<file path="config.mk">
export PLATFORM = sky130hd
export DESIGN_NAME = converter_load_meas_mode_ctrl
export DESIGN_NICKNAME = d
export VERILOG_FILES = /design/src/clms_pkg.sv /design/src/converter_load_meas_mode_ctrl.sv
export SDC_FILE = /design/constraint.sdc
export NUM_CORES = 1
export LEC_CHECK = 0
export BUFFER_PORTS_ARGS = -buffer_cell sky130_fd_sc_hd__buf_2
export CORE_UTILIZATION = 50
export CTS_CLUSTER_DIAMETER = 50
export DETAILED_ROUTE_END_ITERATION = 10
export HOLD_SLACK_MARGIN = 0.1
export PLACE_DENSITY = 0.71
export SLEW_MARGIN = 20
export SYNTH_ARGS = -nofsm -noshare
export SYNTH_HDL_FRONTEND = slang
export SYNTH_SLANG_ARGS = --single-unit
</file>
<file path="constraint.sdc">
create_clock -name mclk -period 5.7 [get_ports mclk]
set_clock_uncertainty 0.2 [all_clocks]
set_input_delay 0.57 -clock mclk [delete_from_list [all_inputs] [get_ports mclk]]
set_output_delay 0.57 -clock mclk [all_outputs]
set_load 0.01 [all_outputs]
</file>
<file path="src/clms_pkg.sv">
// Package with constants, register map and state types for the load measurement controller
package clms_pkg;
  // Register offsets
  localparam logic [7:0] REG_SEL_LOAD = 8'h00;
  localparam logic [7:0] REG_RESULT_LO = 8'h01;
  localparam logic [7:0] REG_RESULT_HI = 8'h02;
  localparam logic [7:0] REG_INT_TOP = 8'h03;
  localparam logic [7:0] REG_MASK_TOP = 8'h04;
  localparam logic [7:0] REG_CONFIG = 8'h05;
  localparam logic [7:0] REG_PLL_CTRL = 8'h06;
  localparam logic [7:0] REG_BUCK0_CTRL = 8'h07;
  localparam logic [7:0] REG_BUCK1_CTRL = 8'h08;
  localparam logic [7:0] REG_BOOST_CTRL = 8'h09;
  localparam logic [7:0] REG_MEAS_CFG = 8'h0a;
  // Field positions
  localparam int SEL_BUCK_BIT = 0;
  localparam int INT_DONE_BIT = 0;
  localparam int MASK_DONE_BIT = 0;
  localparam int CFG_SPREAD_BIT = 0;
  localparam int PLL_EN_BIT = 5;
  localparam int MCFG_INT_EN_BIT = 0;
  localparam int BUCK_FPWM_BIT = 0;
  localparam int BOOST_DIS_BIT = 2;
  // Reset values and the step-up voltage setting limit
  localparam logic [7:0] RST_MASK_TOP = 8'h00;
  localparam logic [7:0] RST_CONFIG = 8'h00;
  localparam logic [7:0] RST_PLL_CTRL = 8'h00;
  localparam logic [7:0] RST_MEAS_CFG = 8'h01;
  localparam logic [1:0] STEP_UP_VOLTAGE_SETTING_MAX = 2'h3;
  // Physical scaling
  localparam int RESULT_STEP_MA = 20;
  localparam int AUTO_PWM_THRESH_MA = 520;
  localparam int SPREAD_MIN_PERMILLE = 850;
  localparam int SPREAD_STEPS = 16;
  localparam logic [4:0] SYNC_FREQ_MAX = 5'h17;
  // Measurement time
  localparam int MEAS_TIME_US = 50;
  localparam int CLK_MHZ = 100;
  localparam int MEAS_CYCLES = MEAS_TIME_US * CLK_MHZ;
  localparam int RESULT_W = 9;

  typedef enum logic [1:0] {MS_IDLE, MS_RUN, MS_LATCH} clms_state_e;

  // Software register port
  typedef struct packed {
    logic [7:0] addr;
    logic [7:0] wdata;
    logic wr;
    logic rd;
  } clms_bus_s;

  // OTP defaults
  typedef struct packed {
    logic [7:0] buck0Ctrl;
    logic [7:0] buck1Ctrl;
    logic [1:0] boostVset;
    logic [1:0] boostIlim;
    logic boostBypass;
  } clms_otp_s;

  // Converter control outputs
  typedef struct packed {
    logic [1:0] buckPwm;
    logic boostPwm;
    logic [1:0] boostVset;
    logic [1:0] boostIlim;
    logic boostBypass;
    logic stepUpDischargeEnable;
    logic freqSpreadEnable;
    logic [3:0] spreadStep;
    logic [4:0] syncFreqSel;
    logic pllEnable;
    logic measActive;
    logic measBuck;
  } clms_conv_s;
endpackage

</file>
<file path="src/converter_load_meas_mode_ctrl.sv">
// Load current measurement, converter mode and spread spectrum control
`timescale 1ns/1ns
module converter_load_meas_mode_ctrl #(
  parameter int MEAS_CYCLES_P = clms_pkg::MEAS_CYCLES
) (
  input wire logic mclk,
  input wire logic rst,
  input wire clms_pkg::clms_bus_s bus,
  output logic [7:0] rdata,
  input wire clms_pkg::clms_otp_s otp,
  input wire logic [1:0] buckHeavyLoad,
  input wire logic [8:0] adcResult,
  output clms_pkg::clms_conv_s conv,
  output logic intRequest
);
  import clms_pkg::*;

  typedef struct packed {
    clms_state_e state;
    logic [15:0] cnt;
    logic sel;
    logic [RESULT_W-1:0] result;
    logic doneFlag;
    logic [7:0] maskTop;
    logic [7:0] config_;
    logic [7:0] pllCtrl;
    logic [7:0] buck0;
    logic [7:0] buck1;
    logic [7:0] boost;
    logic [7:0] measCfg;
    logic otpLoaded;
    logic boostBypass;
    logic [3:0] spread;
    logic [1:0] heavyA;
    logic [1:0] heavyB;
    logic [7:0] rdata;
  } clms_state_s;

  clms_state_s s_q;
  clms_state_s s_d;
  logic measEnd;
  logic [15:0] measLast;
  logic spreadOk;
  logic [4:0] syncFreq;

  // Cycle count is shortened for simulation through the parameter
  assign measLast = 16'(MEAS_CYCLES_P - 1);
  assign measEnd = (s_q.state == MS_RUN) && (s_q.cnt == measLast);
  // Spread allowed only on internal RC oscillator
  assign spreadOk = s_q.config_[CFG_SPREAD_BIT] & ~s_q.pllCtrl[PLL_EN_BIT];
  // Out-of-range sync settings clamp to the top step
  assign syncFreq = (s_q.pllCtrl[4:0] > SYNC_FREQ_MAX) ? SYNC_FREQ_MAX : s_q.pllCtrl[4:0];

  // Next-state logic
  always_comb begin
    s_d = s_q;
    s_d.heavyA = buckHeavyLoad;
    s_d.heavyB = s_q.heavyA;
    // Defaults captured once after reset, not under reset
    if (!s_q.otpLoaded) begin
      s_d.otpLoaded = 1'b1;
      s_d.buck0 = otp.buck0Ctrl;
      s_d.buck1 = otp.buck1Ctrl;
      s_d.boost = {3'h0, 1'b1, otp.boostIlim, otp.boostVset};
      s_d.boost[BOOST_DIS_BIT + 2] = 1'b1;
      s_d.boostBypass = otp.boostBypass;
    end
    // Modulation ramp walks down from fsw to 0.85 fsw, then wraps back to fsw
    if (spreadOk) begin
      s_d.spread = s_q.spread + 4'h1;
    end else begin
      s_d.spread = 4'h0;
    end
    // Measurement sequencer
    case (s_q.state)
      MS_IDLE: begin
        s_d.cnt = 16'h0000;
      end
      MS_RUN: begin
        s_d.cnt = s_q.cnt + 16'h0001;
        if (measEnd) begin
          s_d.state = MS_LATCH;
        end
      end
      MS_LATCH: begin
        s_d.result = adcResult;
        s_d.state = MS_IDLE;
        if (s_q.measCfg[MCFG_INT_EN_BIT]) begin
          s_d.doneFlag = 1'b1;
        end
      end
      default: begin
        s_d.state = MS_IDLE;
      end
    endcase
    // Read path, data valid the cycle after the strobe
    s_d.rdata = 8'h00;
    if (bus.rd) begin
      case (bus.addr)
        REG_SEL_LOAD: s_d.rdata = {7'h00, s_q.sel};
        REG_RESULT_LO: s_d.rdata = s_q.result[7:0];
        REG_RESULT_HI: s_d.rdata = {7'h00, s_q.result[8]};
        REG_INT_TOP: s_d.rdata = {7'h00, s_q.doneFlag};
        REG_MASK_TOP: s_d.rdata = s_q.maskTop;
        REG_CONFIG: s_d.rdata = s_q.config_;
        REG_PLL_CTRL: s_d.rdata = s_q.pllCtrl;
        REG_BUCK0_CTRL: s_d.rdata = s_q.buck0;
        REG_BUCK1_CTRL: s_d.rdata = s_q.buck1;
        REG_BOOST_CTRL: s_d.rdata = s_q.boost;
        REG_MEAS_CFG: s_d.rdata = s_q.measCfg;
        default: s_d.rdata = 8'h00;
      endcase
    end
    // Write path; a write to REG_SEL_LOAD restarts even a running measurement
    if (bus.wr) begin
      case (bus.addr)
        REG_SEL_LOAD: begin
          s_d.sel = bus.wdata[SEL_BUCK_BIT];
          s_d.state = MS_RUN;
          s_d.cnt = 16'h0000;
        end
        REG_INT_TOP: begin
          // Write one to clear; a completion in the same cycle wins
          if (bus.wdata[INT_DONE_BIT] &&
              !(s_q.state == MS_LATCH && s_q.measCfg[MCFG_INT_EN_BIT])) begin
            s_d.doneFlag = 1'b0;
          end
        end
        REG_MASK_TOP: s_d.maskTop = bus.wdata;
        REG_CONFIG: s_d.config_ = bus.wdata;
        REG_PLL_CTRL: s_d.pllCtrl = bus.wdata;
        REG_BUCK0_CTRL: s_d.buck0 = bus.wdata;
        REG_BUCK1_CTRL: s_d.buck1 = bus.wdata;
        // Bypass mode cannot change on the fly, only OTP sets it
        REG_BOOST_CTRL: s_d.boost = bus.wdata;
        REG_MEAS_CFG: s_d.measCfg = bus.wdata;
        default: begin
        end
      endcase
    end
  end

  // State register
  always_ff @(posedge mclk) begin
    if (rst) begin
      s_q <= '0;
      s_q.state <= MS_IDLE;
      s_q.maskTop <= RST_MASK_TOP;
      s_q.config_ <= RST_CONFIG;
      s_q.pllCtrl <= RST_PLL_CTRL;
      s_q.measCfg <= RST_MEAS_CFG;
    end else begin
      s_q <= s_d;
    end
  end

  // Outputs; result code times 20 mA gives load current
  always_comb begin
    conv = '0;
    conv.measActive = (s_q.state != MS_IDLE);
    conv.measBuck = s_q.sel;
    // Auto mode picks PWM under heavy load; forced PWM and measurement override
    conv.buckPwm[0] = s_q.buck0[BUCK_FPWM_BIT] | s_q.heavyB[0]
      | (conv.measActive & ~s_q.sel);
    conv.buckPwm[1] = s_q.buck1[BUCK_FPWM_BIT] | s_q.heavyB[1]
      | (conv.measActive & s_q.sel);
    conv.boostPwm = 1'b1;
    conv.boostVset = s_q.boost[1:0];
    conv.boostIlim = s_q.boost[3:2];
    conv.boostBypass = s_q.boostBypass;
    conv.stepUpDischargeEnable = s_q.boost[BOOST_DIS_BIT + 2];
    conv.freqSpreadEnable = spreadOk;
    // Gated so a stale ramp value never shows in the cycle the enable drops
    conv.spreadStep = spreadOk ? s_q.spread : 4'h0;
    conv.syncFreqSel = syncFreq;
    conv.pllEnable = s_q.pllCtrl[PLL_EN_BIT];
  end

  assign rdata = s_q.rdata;
  assign intRequest = s_q.doneFlag & ~s_q.maskTop[MASK_DONE_BIT];
endmodule

</file>
# Yosys cells after proc, flatten, opt, wreduce, memory -nomap -nowiden
# Cells that the tools add are included.
# classes
bitwise	13
n_mux	21
addsub	2
n_eq_ne	13
order_cmp	1
n_reduce_logical	14
# op_table
op	n
case mux 8 bit (11 select lines)	1
2-to-1 mux 57 bit	1
2-to-1 mux 8 bit	7
2-to-1 mux 19 bit	2
== test 8 x 3 -> 1 bit, second input constant	4
case mux 16 bit (2 select lines)	1
== test 8 x 4 -> 1 bit, second input constant	3
2-to-1 mux 24 bit	1
adder 16 x 1 -> 16 bit, second input constant	1
== test 16 x 13 -> 1 bit, second input constant	1
== test 8 x 2 -> 1 bit, second input constant	2
AND reduction 2 bit	5
== test 8 x 1 -> 1 bit, second input constant	1
logical NOT 8 bit	1
greater-than comparator 5 bit, second input constant	1
2-to-1 mux 5 bit	1
inverter 1 bit	5
adder 4 x 1 -> 4 bit, second input constant	1
bitwise AND 1 bit	4
2-to-1 mux 1 bit	4
2-to-1 mux 4 bit	1
bitwise OR 1 bit	4
case mux 2 bit (2 select lines)	1
OR reduction 2 bit	2
7 further kinds	9
# totals
register_bits	103
out_inout_bits	31
in_bits	52
wordCells	82

# Longest topological paths before layout
# depth
ltp_word	7
depth_mapped	7
mapped_depth_nobuf	5

# Least setup slack after synthesis
# OpenSTA, ideal clock, no wires.
# synth_timing
kind	in2reg
startpoint	input port bus[15] (netlist bit)
endpoint	register s_q[88] (netlist bit)
cell_stages	6
required_time_ns	5.383
path_buffers	2
arrival_ns	1.979
setup_slack_ns	3.404
setup_ns	0.117
path_cell_list	or4_4 nor4b_2 or3_1 buf_2 buf_2 nor2_1
# synth_between
elab_chain_len	3
# synth_rtl
element	line	source
from (decl)	converter_load_meas_mode_ctrl.sv:8	input wire clms_pkg::clms_bus_s bus,
logical NOT 8 bit	converter_load_meas_mode_ctrl.sv:116	case (bus.addr)
2-to-1 mux 19 bit	converter_load_meas_mode_ctrl.sv:116	
2-to-1 mux 19 bit	converter_load_meas_mode_ctrl.sv:115	if (bus.wr) begin
to (decl)	converter_load_meas_mode_ctrl.sv:39	clms_state_s s_q;
# Every way passes these cells.
# A chain may end at the register's enable or synchronous reset.

# Final worst setup path
# layout_timing
startpoint	input port bus[11] (netlist bit)
endpoint	register s_q[91] (netlist bit)
# Same word-level chain as after synthesis.

==> flow_summary.toml <==
[logic_synthesis]
yosysWarnings = 0
synth_edf_count = 0
synth.most_common_cell = "dfxtp_1"
postSynthCellCount = 546
synth_fa_ha_area_share_pct = 0.515
synth_top_cell_by_area = "dfxtp_1"
synthMuxAreaShare_pct = 13.5
yosysSeqAreaShare_pct = 42.4
synthesis.area_mm2 = 0.00486
syn-mean-instance-area_um2 = 8.90
synth_seq_cells = 103
synth_compound_area_share_pct = 11.6
async_flop_share_pct = 0
synthFlopType = "dfxtp_1"
synthXorXnorAreaFrac_pct = 2.52
syn-num-nets = 600
synthDistinctLibCells = 58
synth_top_area_share_pct = 42.4
synthSimpleGateAreaFrac_pct = 23.0
synthTopCellsByArea = "dfxtp_1 (42%), mux2i_1 (12%), nor2_1 (5.6%)"
yosys-top-cells-count = "dfxtp_1 (103), nor2_1 (73), mux2i_1 (60)"
synth_top_family_by_area = "simple AND/OR/NAND/NOR gates"

[critical_path]
required_ns = 5.73
crit_family = "simple AND/OR/NAND/NOR gates"
rr_worst_depth = 3
critPathCaptureType = "register"
cp_max_fo = 34
worst-path-stages = 5
crit_slowest_cell = "nor3b_2"
r2r_setup_slack_ns = 3.90
reg2reg_to = "s_q[80]"
arrival_ns = 2.60
crit_chain = "buf_2 > nor3b_2 > nor4b_2 > or3_1 > nor2_1"
max_stage_delay_ns = 0.57
path_buf_inv = 1
r2r-start = "s_q[102]"
worstSetupStartpointType = "input port"
criticalPathCategory = "in2reg"

[placement]
port_buffers = 81
routabilityCongestion = 0.862
hpwl_um = 8510
placed_cell_area_mm2 = 0.00516

[routing]
drc = 0
dr.pass1.iters = 5
viasPerCell = 5.66
ant_nets = 0
wirelength_um = 11900
drtIter0Drc = 332
wl_per_cell_um = 16.5
vias = 4081

[timing]
rsz0062_at_grt = "false"
tns_ns = 0
drv_slew = 0
tightest_slew_ns = 0.789
fin_crit_sh_pct = 45.0
finalHoldViolCount = 0
period_needed_ns = 2.56
max_freq_mhz = 390
relSlewSlack_pct = 47.3
setup_viol = 0

[finish]
multi_input_area_mm2 = 0.00249
area_growth_pct = 9.55
finalNetCount = 641
diodes = 0
fillers = 863
seqCellArea_mm2 = 0.00206
drive_above_1_share_pct = 18.4
final_cell_area_mm2 = 0.00533

[power]
power_density_mw_per_mm2 = 232
power_switching_w = 0.000310
clkPwrFrac_pct = 32.4
p_int_w = 0.000928
irDropWorstVdd_mv = 0.142
switching_share_pct = 25.0
power_frac_seq_pct = 59.7
finalPower_w = 0.00124
p_comb_share_pct = 7.9
p_leak_nw = 2.04

[outcome]
status = "complete, no violations"

[grt]
grt_max_degree = 76
grt_first_pass_wirelength_um = 18900
grt_util_all_layers_pct = 24.3
gr-total-overflow = 0
grt_pass1_vias = 3731
antenna_found_initial = 0

[worst_hold_path]
worst_hold_path.endpoint = "s_d[8]"
hp-start = "buckHeavyLoad[0]"
hold_path.class = "in2reg"
hold_depth = 2

[die]
io-pin-count = 83
die_x_um = 101
dieArea_mm2 = 0.0101
core_region_area_mm2 = 0.00933
rows = 35
die_y_um = 101
start_util_pct = 52.1

[clock_tree]
htree_levels = 3
root_buffer = "clkbuf_8"
cts_max_path_buffers = 2
cts_resized = 0
cts-buffers-inserted = 9
insertion_delay_ns = 0.37
clkTransAtPathRegs_ns = 0.10
cts_tree = "built"
postCtsHoldBufs = 0
postCtsSetupBuffers = 0
cts.sinks = 103

[flow_run]
max_cap_viol_count = 0
-- logic make-up after synthesis --
family | count (synthesis)
and+or+nand+nor | 218
DFF | 103
AOI/OAI and AO/OA | 85
muxes | 63
buffers and inverters | 60
xor gates and xnor gates | 14
adders and majority gates | 2
other | 1
-- layout make-up --
class / count / area share (%)
Multi-Input combinational cell: 383 / 46.7
Sequential cell: 103 / 38.7
Timing Repair Buffer: 83 / 7.89
Tap cell: 129 / 3.03
Clock buffer: 11 / 2.47
Clock inverter: 5 / 0.658
Inverter: 7 / 0.493
-- metal layers --
layer / vias up / wire length, µm / global-route usage [%]
li1: 1981 / - / -
met5: - / 0 / 0
met3: 12 / 765 / 4.58
met2: 153 / 5460 / 39.0
met1: 1935 / 5480 / 33.3
met4: 0 / 167 / 7.25
-- placed cells by master, fill, tap and decap left out, drive strengths merged, types with 8 or more instances in the layout --
cell type	netlist	final
dfxtp	103	103
buf	30	83
nor2	74	74
mux2i	60	60
nand2	52	52
a21oi	26	26
a211oi	20	20
nand3	18	18
nor2b	11	11
clkbuf	23	11
o21ai	9	9
nand2b	8	8
xor2	8	8
-- power by group through the flow --
stage	Combinational, W	Clock (W)	Sequential (W)
2_1_floorplan	0.0000623	0	0.000752
3_3_place_gp	0.0000952	0	0.000755
3_5_place_dp	0.0000966	0	0.000755
4_1_cts	0.0000968	0.000411	0.000738
5_1_grt	0.000105	0.000439	0.000740
6_report	0.0000976	0.000401	0.000739
-- worst max path at each step --
| stage | startpoint | end | slack (ns) |
|---|---|---|---|
| 2_1_floorplan | bus[15] | s_q[88] | 3.40 |
| 5_1_grt | bus[11] | s_q[91] | 2.96 |
| 3_5_place_dp | bus[11] | s_q[91] | 2.80 |
| 4_1_cts | bus[11] | s_q[91] | 3.20 |
| 3_3_place_gp | bus[11] | s_q[93] | 2.91 |
| 6_report | bus[11] | s_q[91] | 3.14 |
-- flip-flops by register name, indices dropped and copies added, names as in the netlist --
signal	count
conv	8
s_d	2
s_q	85
rdata	8
-- through the flow --
| stage | hold WS, ns | worst slack, ns | cells | util, % |
|---|---|---|---|---|
| 6_report | 0.207 | 3.14 | 721 | 57.1 |
| 5_1_grt | 0.200 | 2.96 | 721 | 57.1 |
| 4_1_cts | 0.196 | 3.20 | 721 | 57.1 |
| 3_5_place_dp | 0.231 | 2.80 | 705 | 55.3 |
| 3_3_place_gp | 0.217 | 2.91 | 705 | 55.3 |
| 2_1_floorplan | 0.214 | 3.40 | 546 | - |
-- worst register-to-register path, delay by kind of cell, from the launching register on --
family	cells	cell delay, ns
AOI/OAI and AO/OA	1	0.16
and+or+nand+nor	2	0.85
DFF	1	0.51
(Power assumes the default switching activity.)
